[src/verilog/ppef_pkg.sv]
// Constants for the port power event flag block: register indices,
// field positions, masks and reset values.
// Assumes a 32-bit AXI4-Lite slave with one register per aligned word.
package ppef_pkg;

  // Register indices; byte address is four times the index
  localparam logic [11:0] IDX_VBUS_CHANGE_FLAGS      = 12'h809;
  localparam logic [11:0] IDX_POWER_EVENT_STATUS     = 12'h80a;
  localparam logic [11:0] IDX_DEBUG_EVENT_STATUS     = 12'h80b;
  localparam logic [11:0] IDX_CC_INTERRUPT_ENABLE    = 12'h811;
  localparam logic [11:0] IDX_CC1_MATCH_ENABLE       = 12'h812;
  localparam logic [11:0] IDX_CC2_MATCH_ENABLE       = 12'h813;
  localparam logic [11:0] IDX_VBUS_THRESHOLD_HITS_ENABLE      = 12'h814;
  localparam logic [11:0] IDX_POWER_INTERRUPT_ENABLE = 12'h815;

  // Power event status bit positions
  localparam int PWR_BIT_COMPARE_VALID  = 7;
  localparam int PWR_BIT_DRAIN_FAULT    = 6;
  localparam int PWR_BIT_CC2_BACKDRIVE  = 5;
  localparam int PWR_BIT_BUS_POWER_DRAINING_ERR = 4;
  localparam int PWR_BIT_SUPPLY2_ON     = 3;
  localparam int PWR_BIT_SUPPLY1_ON     = 2;
  localparam int PWR_BIT_CC1_BACKDRIVE  = 1;
  localparam int PWR_BIT_OVER_CURRENT   = 0;

  // Debug event status bit positions
  localparam int DBG_BIT_CABLE_DRAINING = 3;
  localparam int DBG_BIT_BUS_DRAINING   = 2;
  localparam int DBG_BIT_CFG1_DONE      = 1;
  localparam int DBG_BIT_CFG0_DONE      = 0;

  // CC interrupt enable fields
  localparam int CC_EN_BIT_PIN1 = 0;
  localparam int CC_EN_BIT_PIN2 = 1;
  localparam int CC_EN_AUX_LSB  = 4;

  // Writable and implemented bit masks
  localparam logic [7:0] VBUS_HIT_MASK      = 8'h3d;
  localparam logic [7:0] VBUS_THRESHOLD_HITS_ENABLE_MASK = 8'h3d;
  localparam logic [7:0] CC_INTERRUPT_ENABLE_MASK     = 8'hf3;
  localparam logic [7:0] DBG_STATUS_MASK    = 8'h0f;
  localparam logic [7:0] PWR_DFP_ONLY_MASK  = 8'h40;
  localparam logic [7:0] DBG_DFP_ONLY_MASK  = 8'h08;

  // Reset values
  localparam logic [7:0] FLAGS_RESET  = 8'h00;
  localparam logic [7:0] ENABLE_RESET = 8'h00;

  // Drain control codes that arm the cable-supply fault check
  localparam logic [1:0] DRAIN_CTRL_MODE0 = 2'h0;
  localparam logic [1:0] DRAIN_CTRL_MODE1 = 2'h1;

  // AXI responses
  localparam logic [1:0] AXI_RESP_OKAY   = 2'h0;
  localparam logic [1:0] AXI_RESP_SLVERR = 2'h2;

  typedef enum logic [1:0] {
    PPEF_WR_IDLE = 2'b01,
    PPEF_WR_RESP = 2'b10
  } ppef_wr_state_type;

endpackage

[src/verilog/ppef_flag_bank.sv]
// Bank of sticky write-one-to-clear flags.
// Assumes set and clear are single-clock pulses or levels from this domain.
`timescale 1ns/10ps
module ppef_flag_bank #(
  parameter int         WIDTH      = 8,
  parameter logic [7:0] RESET_BITS = 8'h00
) (
  input  wire logic             aclk,
  input  wire logic             aresetn,
  input  wire logic [WIDTH-1:0] set_bits,
  input  wire logic [WIDTH-1:0] clear_bits,
  output logic      [WIDTH-1:0] flags
);

  if (WIDTH < 1 || WIDTH > 8) begin : g_bad_width
    $error("ppef_flag_bank: WIDTH must be 1 to 8");
  end

  genvar g;
  generate
    for (g = 0; g < WIDTH; g++) begin : g_flag
      always_ff @(posedge aclk) begin
        if (!aresetn) begin
          flags[g] <= RESET_BITS[g];
        end else if (set_bits[g]) begin
          flags[g] <= 1'b1;
        end else if (clear_bits[g]) begin
          flags[g] <= 1'b0;
        end
      end
    end
  endgenerate

endmodule

[src/verilog/ppef_vbus_watch.sv]
// Watches the debounced VBUS threshold hits for per-bit changes and
// flags the first valid compare after the debouncer is enabled.
// Assumes all inputs come from logic on the same clock.
`timescale 1ns/10ps
module ppef_vbus_watch (
  input  wire logic       aclk,
  input  wire logic       aresetn,
  input  wire logic [7:0] vbus_threshold_hits,
  input  wire logic       vbus_debounce_enable,
  input  wire logic       vbus_compare_valid,
  output logic      [7:0] hit_change,
  output logic            first_valid
);

  logic [7:0] hits_prev_reg;
  logic       valid_seen_reg;

  always_ff @(posedge aclk) begin
    if (!aresetn) begin
      hits_prev_reg <= 8'h00;
    end else begin
      hits_prev_reg <= vbus_threshold_hits;
    end
  end

  assign hit_change = (vbus_threshold_hits ^ hits_prev_reg)
                      & ppef_pkg::VBUS_HIT_MASK;

  // Re-arms whenever the debouncer is switched off
  always_ff @(posedge aclk) begin
    if (!aresetn) begin
      valid_seen_reg <= 1'b0;
    end else if (!vbus_debounce_enable) begin
      valid_seen_reg <= 1'b0;
    end else if (vbus_compare_valid) begin
      valid_seen_reg <= 1'b1;
    end
  end

  assign first_valid = vbus_debounce_enable && vbus_compare_valid
                       && !valid_seen_reg;

endmodule

[src/verilog/ppef_port_power_event_flags.sv]
// Contract
// - VBUS change flag set on hit toggle
// - Write one clears flag, zero keeps
// - Bit 7 on first valid VBUS compare
// - Drain fault when control 00/01 times out
// - Drain fault bit only in standalone DFP
// - Back-drive levels set bits 5 and 1
// - VBUS discharge timeout pulse sets bit 4
// - Supply switch levels set bits 3, 2
// - Over-current level sets bit 0
// - Debug bit 3 cable draining, DFP only
// - Debug bit 2 while VBUS draining
// - Config pin done pulses set bits 0, 1
// - CC enables 7:4, 1:0; 3:2 reserved
// - CC match enables gate change flags
// - Vbus_threshold_hits enables; bit 1 RO, 7:6 reserved
// - Power enables gate each status bit
// - CC1 source reflects CC1 change flags
//
// Port power event flags with AXI4-Lite register access.
// Assumes event and level inputs come from logic on aclk.
//
// Decided for this implementation: register access over AXI4-Lite.
`timescale 1ns/10ps
module ppef_port_power_event_flags #(
  parameter int ADDR_WIDTH = 16
) (
  input  wire logic                  aclk,
  input  wire logic                  aresetn,
  // AXI4-Lite slave
  input  wire logic [ADDR_WIDTH-1:0] s_axi_awaddr,
  input  wire logic [2:0]            s_axi_awprot,
  input  wire logic                  s_axi_awvalid,
  output logic                       s_axi_awready,
  input  wire logic [31:0]           s_axi_wdata,
  input  wire logic [3:0]            s_axi_wstrb,
  input  wire logic                  s_axi_wvalid,
  output logic                       s_axi_wready,
  output logic      [1:0]            s_axi_bresp,
  output logic                       s_axi_bvalid,
  input  wire logic                  s_axi_bready,
  input  wire logic [ADDR_WIDTH-1:0] s_axi_araddr,
  input  wire logic [2:0]            s_axi_arprot,
  input  wire logic                  s_axi_arvalid,
  output logic                       s_axi_arready,
  output logic      [31:0]           s_axi_rdata,
  output logic      [1:0]            s_axi_rresp,
  output logic                       s_axi_rvalid,
  input  wire logic                  s_axi_rready,
  // Mode and event sources
  input  wire logic                  standalone_dfp_mode,
  input  wire logic [7:0]            vbus_threshold_hits,
  input  wire logic                  vbus_debounce_enable,
  input  wire logic                  vbus_compare_valid,
  input  wire logic [1:0]            cable_supply_drain_ctrl,
  input  wire logic                  cable_supply_drain_timeout,
  input  wire logic                  cc2_backdrive,
  input  wire logic                  cc1_backdrive,
  input  wire logic                  bus_power_off_timeout,
  input  wire logic                  cable_supply2_on,
  input  wire logic                  cable_supply1_on,
  input  wire logic                  cable_supply_over_current,
  input  wire logic                  cable_supply_draining,
  input  wire logic                  bus_power_draining,
  input  wire logic                  config_pin_1_done,
  input  wire logic                  config_pin_0_done,
  input  wire logic [7:0]            cc1_change_flags,
  input  wire logic [7:0]            cc2_change_flags,
  input  wire logic [3:0]            cc_aux_events,
  // Interrupts and source levels
  output logic                       cc_pin1_change_event,
  output logic                       cc_pin2_change_event,
  output logic                       cc_interrupt,
  output logic                       bus_power_interrupt,
  output logic                       power_interrupt
);

  if (ADDR_WIDTH < 14 || ADDR_WIDTH > 32) begin : g_bad_width
    $error("ppef: ADDR_WIDTH must be 14 to 32");
  end

  // Bus state
  ppef_pkg::ppef_wr_state_type wr_state_reg;
  logic [ADDR_WIDTH-1:0] awaddr_reg;
  logic                  aw_held_reg;
  logic [7:0]            wdata_reg;
  logic                  wlane_reg;
  logic                  w_held_reg;
  logic                  wr_fire;
  logic                  wr_hit;
  logic                  rd_hit;
  logic [7:0]            rd_byte;
  logic [11:0]           wr_idx;
  logic [11:0]           rd_idx;
  logic                  wr_ok;
  logic                  rd_ok;

  // Registers
  logic [7:0] cc_interrupt_enable_reg;
  logic [7:0] cc1_match_enable_reg;
  logic [7:0] cc2_match_enable_reg;
  logic [7:0] vbus_threshold_hits_enable_reg;
  logic [7:0] power_interrupt_enable_reg;
  logic [7:0] vbus_change_flags;
  logic [7:0] power_event_status;
  logic [7:0] debug_event_status;

  // Event plumbing
  logic [7:0] vbus_change_set;
  logic       compare_first_valid;
  logic [7:0] pwr_set;
  logic [7:0] dbg_set;
  logic [7:0] vbus_clear;
  logic [7:0] pwr_clear;
  logic [7:0] dbg_clear;
  logic [7:0] pwr_visible;
  logic [7:0] dbg_visible;
  logic       drain_armed;

  // Address decode helpers
  assign wr_idx = awaddr_reg[13:2];
  assign rd_idx = s_axi_araddr[13:2];
  assign wr_ok  = (awaddr_reg[1:0] == 2'h0)
                  && ((awaddr_reg >> 14) == '0);
  assign rd_ok  = (s_axi_araddr[1:0] == 2'h0)
                  && ((s_axi_araddr >> 14) == '0);

  // Write channel: address and data taken in either order
  assign wr_fire = (wr_state_reg == ppef_pkg::PPEF_WR_IDLE)
                   && aw_held_reg && w_held_reg;

  always_ff @(posedge aclk) begin
    if (!aresetn) begin
      aw_held_reg   <= 1'b0;
      awaddr_reg    <= '0;
      s_axi_awready <= 1'b0;
    end else if (s_axi_awvalid && s_axi_awready) begin
      aw_held_reg   <= 1'b1;
      awaddr_reg    <= s_axi_awaddr;
      s_axi_awready <= 1'b0;
    end else if (wr_fire) begin
      aw_held_reg   <= 1'b0;
    end else begin
      s_axi_awready <= !aw_held_reg
                       && (wr_state_reg == ppef_pkg::PPEF_WR_IDLE);
    end
  end

  always_ff @(posedge aclk) begin
    if (!aresetn) begin
      w_held_reg   <= 1'b0;
      wdata_reg    <= 8'h00;
      wlane_reg    <= 1'b0;
      s_axi_wready <= 1'b0;
    end else if (s_axi_wvalid && s_axi_wready) begin
      w_held_reg   <= 1'b1;
      wdata_reg    <= s_axi_wdata[7:0];
      wlane_reg    <= s_axi_wstrb[0];
      s_axi_wready <= 1'b0;
    end else if (wr_fire) begin
      w_held_reg   <= 1'b0;
    end else begin
      s_axi_wready <= !w_held_reg
                      && (wr_state_reg == ppef_pkg::PPEF_WR_IDLE);
    end
  end

  always_comb begin
    wr_hit = 1'b0;
    if (wr_ok) begin
      if (wr_idx == ppef_pkg::IDX_VBUS_CHANGE_FLAGS) begin
        wr_hit = 1'b1;
      end else if (wr_idx == ppef_pkg::IDX_POWER_EVENT_STATUS) begin
        wr_hit = 1'b1;
      end else if (wr_idx == ppef_pkg::IDX_DEBUG_EVENT_STATUS) begin
        wr_hit = 1'b1;
      end else if (wr_idx >= ppef_pkg::IDX_CC_INTERRUPT_ENABLE
                   && wr_idx <= ppef_pkg::IDX_POWER_INTERRUPT_ENABLE) begin
        wr_hit = 1'b1;
      end
    end
  end

  always_ff @(posedge aclk) begin
    if (!aresetn) begin
      wr_state_reg <= ppef_pkg::PPEF_WR_IDLE;
      s_axi_bvalid <= 1'b0;
      s_axi_bresp  <= ppef_pkg::AXI_RESP_OKAY;
    end else begin
      case (wr_state_reg)
        ppef_pkg::PPEF_WR_IDLE: begin
          if (wr_fire) begin
            wr_state_reg <= ppef_pkg::PPEF_WR_RESP;
            s_axi_bvalid <= 1'b1;
            s_axi_bresp  <= wr_hit ? ppef_pkg::AXI_RESP_OKAY
                                   : ppef_pkg::AXI_RESP_SLVERR;
          end
        end
        ppef_pkg::PPEF_WR_RESP: begin
          if (s_axi_bready) begin
            wr_state_reg <= ppef_pkg::PPEF_WR_IDLE;
            s_axi_bvalid <= 1'b0;
          end
        end
        default: begin
          wr_state_reg <= ppef_pkg::PPEF_WR_IDLE;
          s_axi_bvalid <= 1'b0;
        end
      endcase
    end
  end

  // Byte lane 0 carries every register; other lanes are ignored
  function automatic logic wr_sel(input logic [11:0] idx);
    wr_sel = wr_fire && wr_ok && wlane_reg && (wr_idx == idx);
  endfunction

  // Reserved CC enable bits stay zero
  always_ff @(posedge aclk) begin
    if (!aresetn) begin
      cc_interrupt_enable_reg <= ppef_pkg::ENABLE_RESET;
    end else if (wr_sel(ppef_pkg::IDX_CC_INTERRUPT_ENABLE)) begin
      cc_interrupt_enable_reg <= wdata_reg & ppef_pkg::CC_INTERRUPT_ENABLE_MASK;
    end
  end

  always_ff @(posedge aclk) begin
    if (!aresetn) begin
      cc1_match_enable_reg <= ppef_pkg::ENABLE_RESET;
    end else if (wr_sel(ppef_pkg::IDX_CC1_MATCH_ENABLE)) begin
      cc1_match_enable_reg <= wdata_reg;
    end
  end

  always_ff @(posedge aclk) begin
    if (!aresetn) begin
      cc2_match_enable_reg <= ppef_pkg::ENABLE_RESET;
    end else if (wr_sel(ppef_pkg::IDX_CC2_MATCH_ENABLE)) begin
      cc2_match_enable_reg <= wdata_reg;
    end
  end

  // Bit 1 and bits 7:6 not writable
  always_ff @(posedge aclk) begin
    if (!aresetn) begin
      vbus_threshold_hits_enable_reg <= ppef_pkg::ENABLE_RESET;
    end else if (wr_sel(ppef_pkg::IDX_VBUS_THRESHOLD_HITS_ENABLE)) begin
      vbus_threshold_hits_enable_reg <= wdata_reg & ppef_pkg::VBUS_THRESHOLD_HITS_ENABLE_MASK;
    end
  end

  always_ff @(posedge aclk) begin
    if (!aresetn) begin
      power_interrupt_enable_reg <= ppef_pkg::ENABLE_RESET;
    end else if (wr_sel(ppef_pkg::IDX_POWER_INTERRUPT_ENABLE)) begin
      power_interrupt_enable_reg <= wdata_reg;
    end
  end

  always_comb begin
    vbus_clear = wr_sel(ppef_pkg::IDX_VBUS_CHANGE_FLAGS) ? wdata_reg : 8'h00;
    pwr_clear  = wr_sel(ppef_pkg::IDX_POWER_EVENT_STATUS) ? wdata_reg : 8'h00;
    dbg_clear  = wr_sel(ppef_pkg::IDX_DEBUG_EVENT_STATUS) ? wdata_reg : 8'h00;
  end

  ppef_vbus_watch u_vbus_watch (
    .aclk                 (aclk),
    .aresetn              (aresetn),
    .vbus_threshold_hits  (vbus_threshold_hits),
    .vbus_debounce_enable (vbus_debounce_enable),
    .vbus_compare_valid   (vbus_compare_valid),
    .hit_change           (vbus_change_set),
    .first_valid          (compare_first_valid)
  );

  ppef_flag_bank #(
    .WIDTH      (8),
    .RESET_BITS (ppef_pkg::FLAGS_RESET)
  ) u_vbus_flags (
    .aclk       (aclk),
    .aresetn    (aresetn),
    .set_bits   (vbus_change_set),
    .clear_bits (vbus_clear),
    .flags      (vbus_change_flags)
  );

  // Fault checked only for two codes
  assign drain_armed =
    (cable_supply_drain_ctrl == ppef_pkg::DRAIN_CTRL_MODE0)
    || (cable_supply_drain_ctrl == ppef_pkg::DRAIN_CTRL_MODE1);

  always_comb begin
    pwr_set = 8'h00;
    pwr_set[ppef_pkg::PWR_BIT_COMPARE_VALID] = compare_first_valid;
    // Drain fault only in standalone DFP
    pwr_set[ppef_pkg::PWR_BIT_DRAIN_FAULT] =
      standalone_dfp_mode && drain_armed && cable_supply_drain_timeout;
    pwr_set[ppef_pkg::PWR_BIT_CC2_BACKDRIVE] = cc2_backdrive;
    pwr_set[ppef_pkg::PWR_BIT_CC1_BACKDRIVE] = cc1_backdrive;
    pwr_set[ppef_pkg::PWR_BIT_BUS_POWER_DRAINING_ERR] = bus_power_off_timeout;
    pwr_set[ppef_pkg::PWR_BIT_SUPPLY2_ON] = cable_supply2_on;
    pwr_set[ppef_pkg::PWR_BIT_SUPPLY1_ON] = cable_supply1_on;
    pwr_set[ppef_pkg::PWR_BIT_OVER_CURRENT] = cable_supply_over_current;
  end

  always_comb begin
    dbg_set = 8'h00;
    dbg_set[ppef_pkg::DBG_BIT_CABLE_DRAINING] =
      standalone_dfp_mode && cable_supply_draining;
    dbg_set[ppef_pkg::DBG_BIT_BUS_DRAINING] = bus_power_draining;
    dbg_set[ppef_pkg::DBG_BIT_CFG1_DONE] = config_pin_1_done;
    dbg_set[ppef_pkg::DBG_BIT_CFG0_DONE] = config_pin_0_done;
  end

  ppef_flag_bank #(
    .WIDTH      (8),
    .RESET_BITS (ppef_pkg::FLAGS_RESET)
  ) u_power_flags (
    .aclk       (aclk),
    .aresetn    (aresetn),
    .set_bits   (pwr_set),
    .clear_bits (pwr_clear),
    .flags      (power_event_status)
  );

  ppef_flag_bank #(
    .WIDTH      (8),
    .RESET_BITS (ppef_pkg::FLAGS_RESET)
  ) u_debug_flags (
    .aclk       (aclk),
    .aresetn    (aresetn),
    .set_bits   (dbg_set & ppef_pkg::DBG_STATUS_MASK),
    .clear_bits (dbg_clear),
    .flags      (debug_event_status)
  );

  // Outside DFP mode the bit reads as reserved zero
  assign pwr_visible = standalone_dfp_mode ? power_event_status
                       : (power_event_status & ~ppef_pkg::PWR_DFP_ONLY_MASK);
  assign dbg_visible = standalone_dfp_mode ? debug_event_status
                       : (debug_event_status & ~ppef_pkg::DBG_DFP_ONLY_MASK);

  // Read channel
  always_comb begin
    rd_byte = 8'h00;
    rd_hit  = 1'b0;
    if (!rd_ok) begin
      rd_hit = 1'b0;
    end else if (rd_idx == ppef_pkg::IDX_VBUS_CHANGE_FLAGS) begin
      rd_byte = vbus_change_flags;
      rd_hit  = 1'b1;
    end else if (rd_idx == ppef_pkg::IDX_POWER_EVENT_STATUS) begin
      rd_byte = pwr_visible;
      rd_hit  = 1'b1;
    end else if (rd_idx == ppef_pkg::IDX_DEBUG_EVENT_STATUS) begin
      rd_byte = dbg_visible;
      rd_hit  = 1'b1;
    end else if (rd_idx == ppef_pkg::IDX_CC_INTERRUPT_ENABLE) begin
      rd_byte = cc_interrupt_enable_reg;
      rd_hit  = 1'b1;
    end else if (rd_idx == ppef_pkg::IDX_CC1_MATCH_ENABLE) begin
      rd_byte = cc1_match_enable_reg;
      rd_hit  = 1'b1;
    end else if (rd_idx == ppef_pkg::IDX_CC2_MATCH_ENABLE) begin
      rd_byte = cc2_match_enable_reg;
      rd_hit  = 1'b1;
    end else if (rd_idx == ppef_pkg::IDX_VBUS_THRESHOLD_HITS_ENABLE) begin
      rd_byte = vbus_threshold_hits_enable_reg;
      rd_hit  = 1'b1;
    end else if (rd_idx == ppef_pkg::IDX_POWER_INTERRUPT_ENABLE) begin
      rd_byte = power_interrupt_enable_reg;
      rd_hit  = 1'b1;
    end
  end

  always_ff @(posedge aclk) begin
    if (!aresetn) begin
      s_axi_arready <= 1'b0;
      s_axi_rvalid  <= 1'b0;
      s_axi_rdata   <= 32'h0000_0000;
      s_axi_rresp   <= ppef_pkg::AXI_RESP_OKAY;
    end else if (s_axi_arvalid && s_axi_arready) begin
      s_axi_arready <= 1'b0;
      s_axi_rvalid  <= 1'b1;
      s_axi_rdata   <= {24'h00_0000, rd_byte};
      s_axi_rresp   <= rd_hit ? ppef_pkg::AXI_RESP_OKAY
                              : ppef_pkg::AXI_RESP_SLVERR;
    end else if (s_axi_rvalid) begin
      if (s_axi_rready) begin
        s_axi_rvalid <= 1'b0;
      end
    end else begin
      s_axi_arready <= 1'b1;
    end
  end

  // Interrupt levels, registered so outputs come from flops
  always_ff @(posedge aclk) begin
    if (!aresetn) begin
      cc_pin1_change_event <= 1'b0;
      cc_pin2_change_event <= 1'b0;
    end else begin
      cc_pin1_change_event <= |(cc1_change_flags & cc1_match_enable_reg);
      cc_pin2_change_event <= |(cc2_change_flags & cc2_match_enable_reg);
    end
  end

  always_ff @(posedge aclk) begin
    if (!aresetn) begin
      cc_interrupt        <= 1'b0;
      bus_power_interrupt <= 1'b0;
      power_interrupt     <= 1'b0;
    end else begin
      cc_interrupt <=
        (cc_pin1_change_event
         && cc_interrupt_enable_reg[ppef_pkg::CC_EN_BIT_PIN1])
        || (cc_pin2_change_event
            && cc_interrupt_enable_reg[ppef_pkg::CC_EN_BIT_PIN2])
        || |(cc_aux_events
             & cc_interrupt_enable_reg[ppef_pkg::CC_EN_AUX_LSB +: 4]);
      bus_power_interrupt <= |(vbus_change_flags & vbus_threshold_hits_enable_reg);
      power_interrupt <= |(pwr_visible & power_interrupt_enable_reg);
    end
  end

endmodule

[config.mk]
export PLATFORM = sky130hd
export DESIGN_NAME = ppef_port_power_event_flags
export DESIGN_NICKNAME = d
export VERILOG_FILES = /design/src/verilog/ppef_pkg.sv /design/src/verilog/ppef_flag_bank.sv /design/src/verilog/ppef_vbus_watch.sv /design/src/verilog/ppef_port_power_event_flags.sv
export SDC_FILE = /design/constraint.sdc
export NUM_CORES = 1
export LEC_CHECK = 0
export BUFFER_PORTS_ARGS = -buffer_cell sky130_fd_sc_hd__buf_4
export CAP_MARGIN = 20
export CORE_UTILIZATION = 50
export CTS_CLUSTER_DIAMETER = 80
export CTS_CLUSTER_SIZE = 40
export DETAILED_ROUTE_END_ITERATION = 8
export GPL_TIMING_DRIVEN = 0
export PLACE_DENSITY = 0.8
export SYNTH_ARGS = -nofsm -noshare
export SYNTH_HDL_FRONTEND = slang
export SYNTH_SLANG_ARGS = --single-unit
[constraint.sdc]
create_clock -name aclk -period 5.4 [get_ports aclk]
set_input_delay 1.08 -clock aclk [delete_from_list [all_inputs] [get_ports aclk]]
set_output_delay 1.08 -clock aclk [all_outputs]
set_load 0.01 [all_outputs]
# Word-level counts from Yosys, hierarchy flattened
# Cells that the tools add are included.
[word_totals]
register_bits = 110
in_bits = 125
[classes]
magnitude_cmp = 2
eq_ne = 21
n_mux = 76
n_bitwise = 7
reduce_logical = 68
[ops]
columns = ["op", "count"]
rows = [
  ["$eq A12 B12 Y1 const B", 16],
  ["$mux W8", 10],
  ["$mux W1", 56],
  ["$reduce_bool A2 Y1", 19],
  ["$logic_not A16 Y1", 2],
  ["$reduce_or A8 Y1", 4],
  ["$logic_and A1 B1 Y1", 27],
  ["$and A8 B8 Y8", 3],
  ["$ge A12 B12 Y1 const B", 1],
  ["$le A12 B12 Y1 const B", 1],
  ["$mux W2", 4],
  ["$mux W4", 2],
  ["$mux W7", 1],
  ["$and A6 B6 Y6", 1],
  ["$logic_not A2 Y1", 3],
  ["$mux W6", 1],
  ["$reduce_and A2 Y1", 3],
  ["$reduce_or A2 Y1", 3],
  ["$xor A6 B6 Y6", 1],
  ["$and A4 B4 Y4", 1],
  ["$eq A2 B1 Y1 const B", 2],
  ["$ne A2 B2 Y1 const B", 2],
  ["$pmux W2 S2", 1],
  ["$reduce_or A4 Y1", 1],
  ["other kinds (5)", 9],
]

# Depth between registers and ports, before layout
# Gate-level depths: netlist of the first run.
[depth]
depth_word = 11
mapped_depth = 7

# Modules after synthesis
# From an unflattened synthesis of the first run, not the netlist that was laid out.
[hier_totals]
cells_unflattened = 610
area_unflattened_um2 = 5715.5
[by_module_without_submodules]
columns = ["mod", "instances", "cells_each", "area_per_inst_um2"]
rows = [
  ["ppef_port_power_event_flags", 1, 513, 4455.5],
  ["ppef_flag_bank", 3, 25, 337.8],
  ["ppef_vbus_watch", 1, 22, 246.5],
]

# Worst setup path before layout of the first run
# Ideal clock, no wire load.
[synth_timing]
path_kind = "input-to-reg"
startpoint = "in s_axi_araddr[9]"
endpoint = "reg s_axi_rdata[0]"
setup_time_ns = 0.117
arrival_ns = 2.783
required_ns = 5.283
path_slack_ns = 2.499
cell_stages = 5
path_buffers = 1
path_cell_list = "or4b_4 or3b_1 buf_6 or3_1 a32o_1"
[synth_between]
elab_chain_len = 10
elab_cells_between_ends = 17
cone_classes = "eq/ne (8); mux (9)"
[synth_rtl]
columns = ["item", "line_no", "rtl"]
rows = [
  ["start, declared", "ppef_port_power_event_flags.sv:42", "input wire logic [ADDR_WIDTH-1:0] s_axi_araddr,"],
  ["$eq A12 B12 Y1", "ppef_port_power_event_flags.sv:370", "end else if (rd_idx == ppef_pkg::IDX_POWER_INTERRUPT_ENABLE) begin"],
  ["$mux W8", "ppef_port_power_event_flags.sv:370", ""],
  ["$mux W8", "ppef_port_power_event_flags.sv:367", "end else if (rd_idx == ppef_pkg::IDX_VBUS_THRESHOLD_HITS_ENABLE) begin"],
  ["$mux W8", "ppef_port_power_event_flags.sv:364", "end else if (rd_idx == ppef_pkg::IDX_CC2_MATCH_ENABLE) begin"],
  ["$mux W8", "ppef_port_power_event_flags.sv:361", "end else if (rd_idx == ppef_pkg::IDX_CC1_MATCH_ENABLE) begin"],
  ["$mux W8", "ppef_port_power_event_flags.sv:358", "end else if (rd_idx == ppef_pkg::IDX_CC_INTERRUPT_ENABLE) begin"],
  ["$mux W8", "ppef_port_power_event_flags.sv:355", "end else if (rd_idx == ppef_pkg::IDX_DEBUG_EVENT_STATUS) begin"],
  ["$mux W8", "ppef_port_power_event_flags.sv:352", "end else if (rd_idx == ppef_pkg::IDX_POWER_EVENT_STATUS) begin"],
  ["$mux W8 (*)", "ppef_port_power_event_flags.sv:349", "end else if (rd_idx == ppef_pkg::IDX_VBUS_CHANGE_FLAGS) begin"],
  ["$mux W8 (*)", "ppef_port_power_event_flags.sv:347", "if (!rd_ok) begin"],
  ["end signal, assigned", "ppef_port_power_event_flags.sv:385", "s_axi_rdata <= {24'h00_0000, rd_byte};"],
  ["end, declared", "ppef_port_power_event_flags.sv:46", "output logic [31:0] s_axi_rdata,"],
]
# Mark *: on every way between the ends. The rest lies on a longest branch, timed or not.
# A chain may end at the register's enable or synchronous reset.

# Final worst setup path of the first run
# Same ends and word-level chain as after synthesis.

==> results of run 1 <==
[kinds of logic after synthesis]
kind of cell | after synthesis
compound gates | 143
xor+xnor | 5
buf+inv | 73
flops | 106
mux | 40
other cells | 1
simple gates | 209
[cell usage after synthesis, drive strengths merged, types with 5 or more instances]
cell      n  area (µm²)
nor2b    12       82.58
nor4      8       137.6
nand3b    7       52.55
a32oi     5       43.79
nor3      8       51.30
and2      9       56.31
buf      31       229.0
o21ai    30       150.1
xor2      5       43.79
mux2i    40       400.4
nand2   114       427.9
nand3     8       40.04
a31oi    13       81.33
inv      20       75.07
nand2b   10       62.56
dfxtp   106        2122
a22oi    15       112.6
nor2     17       63.81
clkbuf   22       82.58
a21oi    48       240.2
[through the flow]
| step | power [µW] | instance area [µm²] | utilization, % | setup WS [ns] | hold slack [ns] |
|---|---|---|---|---|---|
| 3_3_place_gp | 1035 | 6002 | 63.75 | 2.262 | 0.4442 |
| 2_1_floorplan | 946.9 | 5052 | - | 2.499 | 0.4339 |
| 5_1_grt | 1565 | 6197 | 65.82 | 2.630 | 0.4929 |
| 6_report | 1509 | 6197 | 65.82 | 2.656 | 0.4642 |
| 4_1_cts | 1511 | 6197 | 65.82 | 2.676 | 0.4691 |
| 3_5_place_dp | 1041 | 6002 | 63.75 | 2.289 | 0.4497 |
[per-layer routing]
layer	up-vias	track usage, %	wire length (µm)
li1	2262	-	-
met1	2188	38.73	6395
met2	219	48.49	6833
met3	26	5.866	1204
met4	0	11.15	405
met5	-	0	0
[area by class of cell]
cell class / count / area [µm²]
Timing Repair Buffer: 105 / 788.3
Sequential cell: 106 / 2122
Clock buffer: 11 / 151.4
Clock inverter: 5 / 43.79
Tap cell: 129 / 161.4
Buffer: 53 / 311.5
Multi-Input combinational cell: 423 / 2544
Fill cell: 803 / 3218
Inverter: 20 / 75.07
[final timing paths]
check	from	to	slack (ns)	cells past startpoint
worst max register to register	awaddr_reg[10]	u_power_flags.flags[3]	2.99	6
worst min-delay path	awaddr_reg[1]	awaddr_reg[1]	0.46	2
worst max-delay path	s_axi_araddr[9]	s_axi_rdata[0]	2.66	6
worst min register to register	awaddr_reg[1]	awaddr_reg[1]	0.46	2
[report_power, final]
group	switching, µW	internal, µW	total (µW)
logic	98.0	92.2	190
clock network	284	199	483
registers	28.1	808	836
[worst reg2reg max path, stage by stage (launching register included)]
cell,delay (ns)
dfxtp_1,0.33
nor4_2,0.29
nand3_1,0.14
or3b_1,0.38
buf_6,0.17
nor3_1,0.78
a31oi_1,0.17
==> out/metrics.cfg, run 1 <==
[place]
dp_hpwl_mm=11.67
routabilityCongestion=0.9101
dp_cells=836
io_buffers=105

[cts]
clock_sinks=106
h-tree-depth=3
post_cts_buffers=0
cts_tree=built
cts_made_buffers=9
cts-root-buf=clkbuf_8
path_clk_slew_ns=0.11
clock_path_buffers=2
clk_latency_ns=0.38
ctsHoldBuffers=0
postCtsResizedCells=0

[sta]
setup_violations=0
final_max_slew_viol_count=0
period_share_pct=50.82
relSlewSlack_pct=35.99
timing.fmax_mhz=364.4
period_minus_slack_ns=2.744
hold_viol=0
worst_pin_slew_ns=0.9528
rsz0062_at_grt=false
skew_ns=0.01445
finalSetupTns_ns=0

[final_layout]
synthToLayoutAreaGrowth_pct=24.98
drive_above_1_share_pct=22.27
largest_reg_flops=16
nNetsFinal=843
final_cells=852
layout_common_cells=131 x buf_4, 114 x nand2_1, 106 x dfxtp_1
final_common_cell=buf_4
diodes=0

[synthesis]
ys_warn_count=0
synthXorXnorAreaFrac_pct=0.8832
yosys_most_used_dff=dfxtp_1
synth_edf_count=0
ys_seq_area_share_pct=42.80
synthAdderAreaFrac_pct=0
syn_avg_cell_area_um2=8.594
netlist_area_um2=4959
ys_ff_latch=106
ys_types=57
ys_async_sr_fraction_pct=0
synth-compound-area-share_pct=18.09
synth_top_family_by_area=simple AND/OR/NAND/NOR gates
syn_inst=577
synth_simple_gate_area_share_pct=22.28
synth.area.mux_share_pct=8.075

[pwr]
ir_drop_mv=0.1934
p_leak_uw=0.002428
power_density_nw_per_um2=243.5

[global_route]
grt_pass1_vias=4443
antenna_found_initial=0
grt_max_degree=19
grt_pass1_wl_mm=23.07
grt_util_all_layers_pct=29.68
grt_overflow_total=0

[status]
status=finished clean

[worst_setup_path]
cp_max_fo=10
cp_slowest_cell=or4b_4
worst-path-buf-inv=2
crit_chain=buf_4 > or4b_4 > or3b_1 > buf_6 > or3_1 > a32o_1
critPathMaxStageDelay_ns=0.59
path_delay_family=simple AND/OR/NAND/NOR gates
critPathArrivalTime_ns=3.02
cp_data_required_time_ns=5.67
worstSetupPathType=primary input to flip-flop
cp-end-kind=flip-flop
crit_path_start_kind=primary input

[floorplan]
core_um2=9415
row_count=35
dieArea_um2=10320
ios=171
dieHeight_um=101.6
start_util_pct=52.66
die_x_um=101.6

[hold_path]
hold_class=flip-flop to flip-flop

[job]
maxCapViolCount=0

[route]
wl_per_cell_um=17.42
vias_per_cell=5.511
drc_errors=0
dr.pass1.iters=5
route.vias.total=4695
drt_wl_total_mm=14.84
initialDrtViolationCount=290
antenna_left=0

No activity file was read; power rests on OpenSTA's default activity.
==> run 2, diff against run 1 <==
CORE_UTILIZATION = 45   (was 50)
PLACE_DENSITY = 0.76   (was 0.8)
clock period = 2.4 ns   (was 5.4 ns; I/O delays follow)
==> out/metrics.cfg, run 2 (synthesis gave the netlist of run 1 again) <==
[global_route]
grt_max_degree=19  ; unchanged
antenna_found_initial=0  ; unchanged
grt_pass1_vias=4553  ; +2.5%
grt_overflow_total=0  ; unchanged
grt_util_all_layers_pct=26.19  ; -3.5 points
grt_pass1_wl_mm=23.00  ; -0.27%

[place]
dp_hpwl_mm=11.54  ; -1.1%
io_buffers=105  ; unchanged
dp_cells=843  ; +0.84%
routabilityCongestion=0.9301  ; +2.2%

[route]
antenna_left=0  ; unchanged
initialDrtViolationCount=330  ; +14%
wl_per_cell_um=17.00  ; -2.4%
route.vias.total=4695  ; unchanged
dr.pass1.iters=5  ; unchanged
drt_wl_total_mm=14.58  ; -1.7%
drc_errors=0  ; unchanged
vias_per_cell=5.472  ; -0.70%

[final_layout]
nFillCells=947  ; +18%
diodes=0  ; unchanged
layout_common_cells=131 x buf_4, 114 x nand2_1, 106 x dfxtp_1
drive_above_1_share_pct=22.30  ; +0.031 points
fin_util_pct=58.95  ; -6.9 points
final_common_cell=buf_4
nNetsFinal=843  ; unchanged
largest_reg_flops=16  ; unchanged
synthToLayoutAreaGrowth_pct=24.93  ; about the same
final_cells=858  ; +0.70%

[worst_setup_path]
r2r_start=awaddr_reg[10]
cp_data_required_time_ns=2.64  ; -3.03 ns
worstSetupPathType=flip-flop to flip-flop
cp_max_fo=8  ; -2
crit_chain=nor4_2 > nand3_1 > or3b_1 > buf_6 > nor3_1 > a311oi_1
crit_path_start_kind=flip-flop
cp-end-kind=flip-flop
endpoint=u_debug_flags.flags[3]
critPathMaxStageDelay_ns=0.60  ; about the same
critPathArrivalTime_ns=2.47  ; -0.55 ns
r2r_cells=6  ; unchanged
r2r-end=u_debug_flags.flags[3]
startpoint=awaddr_reg[10]
rrSetupSlack_ns=0.17  ; -2.82 ns
cp_slowest_cell=nor3_1

[sta]
worst_pin_slew_ns=0.7526  ; -0.2002 ns
hold_viol=0  ; unchanged
period_minus_slack_ns=2.227
timing.fmax_mhz=449.1
rsz0062_at_grt=false
setup_violations=0  ; unchanged
period_share_pct=92.78
whs_ns=0.3181  ; -0.1461 ns
skew_ns=0.01120  ; -0.003256 ns
final_max_slew_viol_count=0  ; unchanged
finalSetupTns_ns=0  ; unchanged
relSlewSlack_pct=49.45  ; +13 points

[cts]
cts-root-buf=clkbuf_8
h-tree-depth=3  ; unchanged
clock_path_buffers=2  ; unchanged
cts_made_buffers=9  ; unchanged
clock_sinks=106  ; unchanged
cts_tree=built
path_clk_slew_ns=0.11  ; about the same
clk_latency_ns=0.37  ; about the same
ctsHoldBuffers=0  ; unchanged
post_cts_buffers=0  ; unchanged

[pwr]
p_leak_uw=0.002422  ; -0.23%
p_sw_share_pct=27.99  ; +0.80 points
p_switching_uw=937.2  ; +130%
power.internal_uw=2412  ; +120%
power_frac_seq_pct=56.1  ; +0.7 points
ir_drop_mv=0.3195  ; +65%
power_density_nw_per_um2=540.6  ; +120%
pwr-share-clk_pct=31.2  ; -0.8 points
combPwrFrac_pct=12.7  ; about the same
power_uw=3349  ; +120%

[floorplan]
ios=171  ; unchanged
dieHeight_um=107.0  ; +5.3%
core_um2=10510  ; +12%
row_count=37  ; +5.7%
die_x_um=107.0  ; +5.3%
start_util_pct=47.18  ; -5.5 points
dieArea_um2=11440  ; +11%

[job]
maxCapViolCount=0  ; unchanged

[status]
status=finished clean

[hold_path]
hold_class=primary input to flip-flop

run 2: changes by cell type in the layout (fill, tap and decap cells not counted), sizes merged:
| cell | delta |
|---|---|
| inv | -1 |
| clkinvlp | -1 |
| clkbuf | -2 |
| clkinv | +3 |
run 2: cell type report:
class	count	area, µm²	area share [%]
timing repair buffer	105	788.3	12.72
sequential	106	2122	34.26
clock inverter	6	55.05	0.8887
inverter	20	75.07	1.212
clock buffer	9	123.9	2.000
tap	136	170.2	2.747
multi-input combinational	423	2549	41.14
buffer	53	311.5	5.029
run 2: power by group through the flow:
stage               clock network [µW]  registers [µW]  logic [µW]
finish                            1040            1880         426
global route                      1140            1880         470
CTS                               1050            1880         424
detailed placement                   0            1920         423
global placement                     0            1910         414
floorplan                            0            1900         235
run 2: through the flow:
| step | cell area, µm² | setup slack (ns) |
|---|---|---|
| final | 6195 | 0.1732 |
| after global routing | 6195 | 0.02818 |
| after floorplan | 5052 | 0.09917 |
| after CTS | 6195 | 0.05768 |
| after detailed placement | 6011 | -0.1302 |
| after global placement | 6011 | -0.1538 |
run 2: routing by layer:
layer  vias up  global-route usage [%]  wire (µm)
li1       2256                       -          -
met1      2208                   33.63       6243
met2       190                   42.95       6824
met3        41                   4.620        962
met4         0                   11.64        551
met5         -                       0          0
run 2: worst max-delay path: cells and delay by family (launching register included):
family / cells / cell delay [ns]
flip-flops: 1 / 0.34
AO/OA/AOI/OAI: 1 / 0.19
AND/OR/NAND/NOR: 4 / 1.41
buffers and inverters: 1 / 0.16
run 2: worst min path at each step:
stage / startpoint / endpoint / slack [ns] / cells after the start
2_1_floorplan: wdata_reg[7] / u_power_flags.flags[7] / 0.43 / 1
5_1_grt: vbus_threshold_hits[5] / u_vbus_watch.hits_prev_reg[5] / 0.32 / 2
3_3_place_gp: s_axi_rdata[2] / s_axi_rdata[2] / 0.44 / 2
6_report: vbus_threshold_hits[5] / u_vbus_watch.hits_prev_reg[5] / 0.32 / 2
3_5_place_dp: wlane_reg / wlane_reg / 0.46 / 2
4_1_cts: vbus_threshold_hits[5] / u_vbus_watch.hits_prev_reg[5] / 0.31 / 2
run 2: repair_timing:
action,4_1_cts,5_1_grt
resized for setup,1,0
setup endpoints to repair,7,16
pin swaps,0,2
==> run 3, diff against run 2 <==
CAP_MARGIN = 10   (was 20)
CORE_UTILIZATION = 47   (was 45)
CTS_BUF_LIST = sky130_fd_sc_hd__clkbuf_4   (was default)
PLACE_DENSITY = default   (was 0.76)
PLACE_DENSITY_LB_ADDON = 0.08   (was default)
==> out/metrics.cfg, run 3 (synthesis gave the netlist of run 1 again) <==
[status]
status=finished clean

[floorplan]
row_count=37  ; unchanged
die_x_um=104.7  ; -2.1%
dieHeight_um=104.7  ; -2.1%
ios=171  ; unchanged
core_um2=10280  ; -2.2%
start_util_pct=48.25  ; +1.1 points
dieArea_um2=10970  ; -4.2%

[final_layout]
multi_input_area_um2=2554  ; +0.20%
layout_common_cells=131 x buf_4, 114 x nand2_1, 106 x dfxtp_1
drive_above_1_share_pct=22.62  ; +0.32 points
seq_area_um2=2122  ; unchanged
nFillCells=961  ; +1.5%
largest_reg_flops=16  ; unchanged
final_common_cell=buf_4
synthToLayoutAreaGrowth_pct=24.63
nNetsFinal=845  ; +0.24%

[cts]
clock_path_buffers=2  ; unchanged
clk_latency_ns=0.48  ; +0.11 ns
cts-root-buf=clkbuf_4
cts_made_buffers=9  ; unchanged
h-tree-depth=3  ; unchanged
cts_tree=built
path_clk_slew_ns=0.16  ; +0.05 ns
ctsHoldBuffers=0  ; unchanged
clock_sinks=106  ; unchanged

[global_route]
busiest_layer=met2
grt_util_all_layers_pct=26.99  ; +0.80 points
grt_pass1_wl_mm=22.81  ; -0.84%
globalRouteMet2Util_pct=41.44  ; -1.5 points
use_met1_pct=37.87  ; +4.2 points
grt_max_degree=18  ; -1
grt_pass1_vias=4307  ; -5.4%
grt_overflow_total=0  ; unchanged
grt_use_met3_pct=5.365  ; +0.74 points
antenna_found_initial=0  ; unchanged

[place]
routabilityCongestion=0.9100  ; -2.2%
dp_hpwl_mm=11.58  ; +0.38%
io_buffers=105  ; unchanged

[sta]
final_max_slew_viol_count=0  ; unchanged
worst_pin_slew_ns=0.6971  ; -0.05551 ns
skew_ns=0.02072  ; +0.009522 ns
hold_viol=0  ; unchanged
relSlewSlack_pct=53.18  ; +3.7 points
rsz0062_at_grt=false
timing.fmax_mhz=445.8  ; -0.73%
setup_violations=0  ; unchanged
period_share_pct=93.47  ; +0.68 points
whs_ns=0.2195  ; -0.09858 ns
finalSetupTns_ns=0  ; unchanged
period_minus_slack_ns=2.243  ; +0.01643 ns

[worst_setup_path]
cp_data_required_time_ns=2.81  ; +0.17 ns
startpoint=awaddr_reg[15]
crit_path_start_kind=flip-flop
rrSetupSlack_ns=0.16  ; -0.02 ns
cp_max_fo=8  ; unchanged
critPathArrivalTime_ns=2.65  ; +0.18 ns
r2r_cells=6  ; unchanged
worstSetupPathType=flip-flop to flip-flop
r2r_start=awaddr_reg[15]
r2r-end=cc_interrupt_enable_reg[1]
cp-end-kind=flip-flop

[route]
drt_wl_total_mm=14.71  ; +0.85%
route.vias.total=4693  ; -0.043%
dr.pass1.iters=6  ; +1
drc_errors=0  ; unchanged
vias_per_cell=5.444  ; -0.51%
antenna_left=0  ; unchanged
initialDrtViolationCount=373  ; +13%
wl_per_cell_um=17.06  ; +0.38%

[hold_path]
hold_class=primary input to flip-flop
min_from=vbus_threshold_hits[5]
hold_end=u_vbus_watch.hits_prev_reg[5]
whs_path_depth=2  ; unchanged

[job]
maxCapViolCount=0  ; unchanged

[pwr]
power_density_nw_per_um2=508.7  ; -5.9%
p_leak_uw=0.002411  ; -0.48%
ir_drop_mv=0.3745  ; +17%

[run 3: changes by cell type in the layout (fill, tap and decap cells not counted), sizes merged]
cell / previous run / this run
buf: 136 / 138
clkinv: 4 / 3
clkbuf: 31 / 32
diode: 0 / 1
clkinvlp: 1 / 2
[run 3: how the worst max path moves through the flow]
| stage | endpoint | slack [ns] |
|---|---|---|
| after floorplan | s_axi_rdata[0] | 0.1 |
| after global placement | s_axi_rdata[0] | -0.16 |
| after detailed placement | s_axi_rdata[0] | -0.16 |
| after CTS | cc1_match_enable_reg[7] | 0.02 |
| after global routing | u_vbus_flags.flags[3] | 0.006 |
| final | cc_interrupt_enable_reg[1] | 0.16 |
[run 3: final cells by class]
class                           instances  share of cell area [%]
Timing Repair Buffer                  107                   13.40
Clock buffer                           10                   1.215
Buffer                                 53                   5.042
Clock inverter                          6                  0.6682
Sequential cell                       106                   34.34
Tap cell                              136                   2.754
Inverter                               20                   1.215
Antenna cell                            1                 0.04049
Multi-Input combinational cell        423                   41.32
[run 3: stage by stage]
step | setup slack, ns | area (µm²) | utilization [%] | instances | power [µW]
global route | 0.005873 | 6177 | 60.10 | 861 | 3285
finish | 0.1568 | 6180 | 60.13 | 862 | 3144
global placement | -0.1565 | 6011 | 58.49 | 843 | 2332
floorplan | 0.09917 | 5052 | - | 602 | 2131
CTS | 0.02305 | 6132 | 59.67 | 859 | 3151
detailed placement | -0.1560 | 6011 | 58.49 | 843 | 2341
[run 3: timing repair]
item                       in CTS  in global routing
gates resized for setup         1                  1
pin swaps                       2                  3
buffers inserted                0                  2
setup endpoints to repair      22                 23
[run 3: per-layer routing]
layer,up-vias,part of all wire (%)
li1,2270,-
met1,2202,46
met2,200,44
met3,21,8.2
met4,0,1.8
met5,-,0
[run 3: critical path, cell delays in order (launching register included)]
cell	delay [ns]
dfxtp_1	0.36
nor4_2	0.31
nand3_1	0.16
or3b_1	0.39
buf_6	0.17
nor4_4	0.53
mux2i_1	0.26
[run 3: power breakdown]
group	total (µW)	leakage [µW]	internal [µW]	switching [µW]
clock network	834	0.0000604	226	609
registers	1880	0.000865	1820	61.2
logic	428	0.00149	207	221
total	3140	0.00241	2250	891
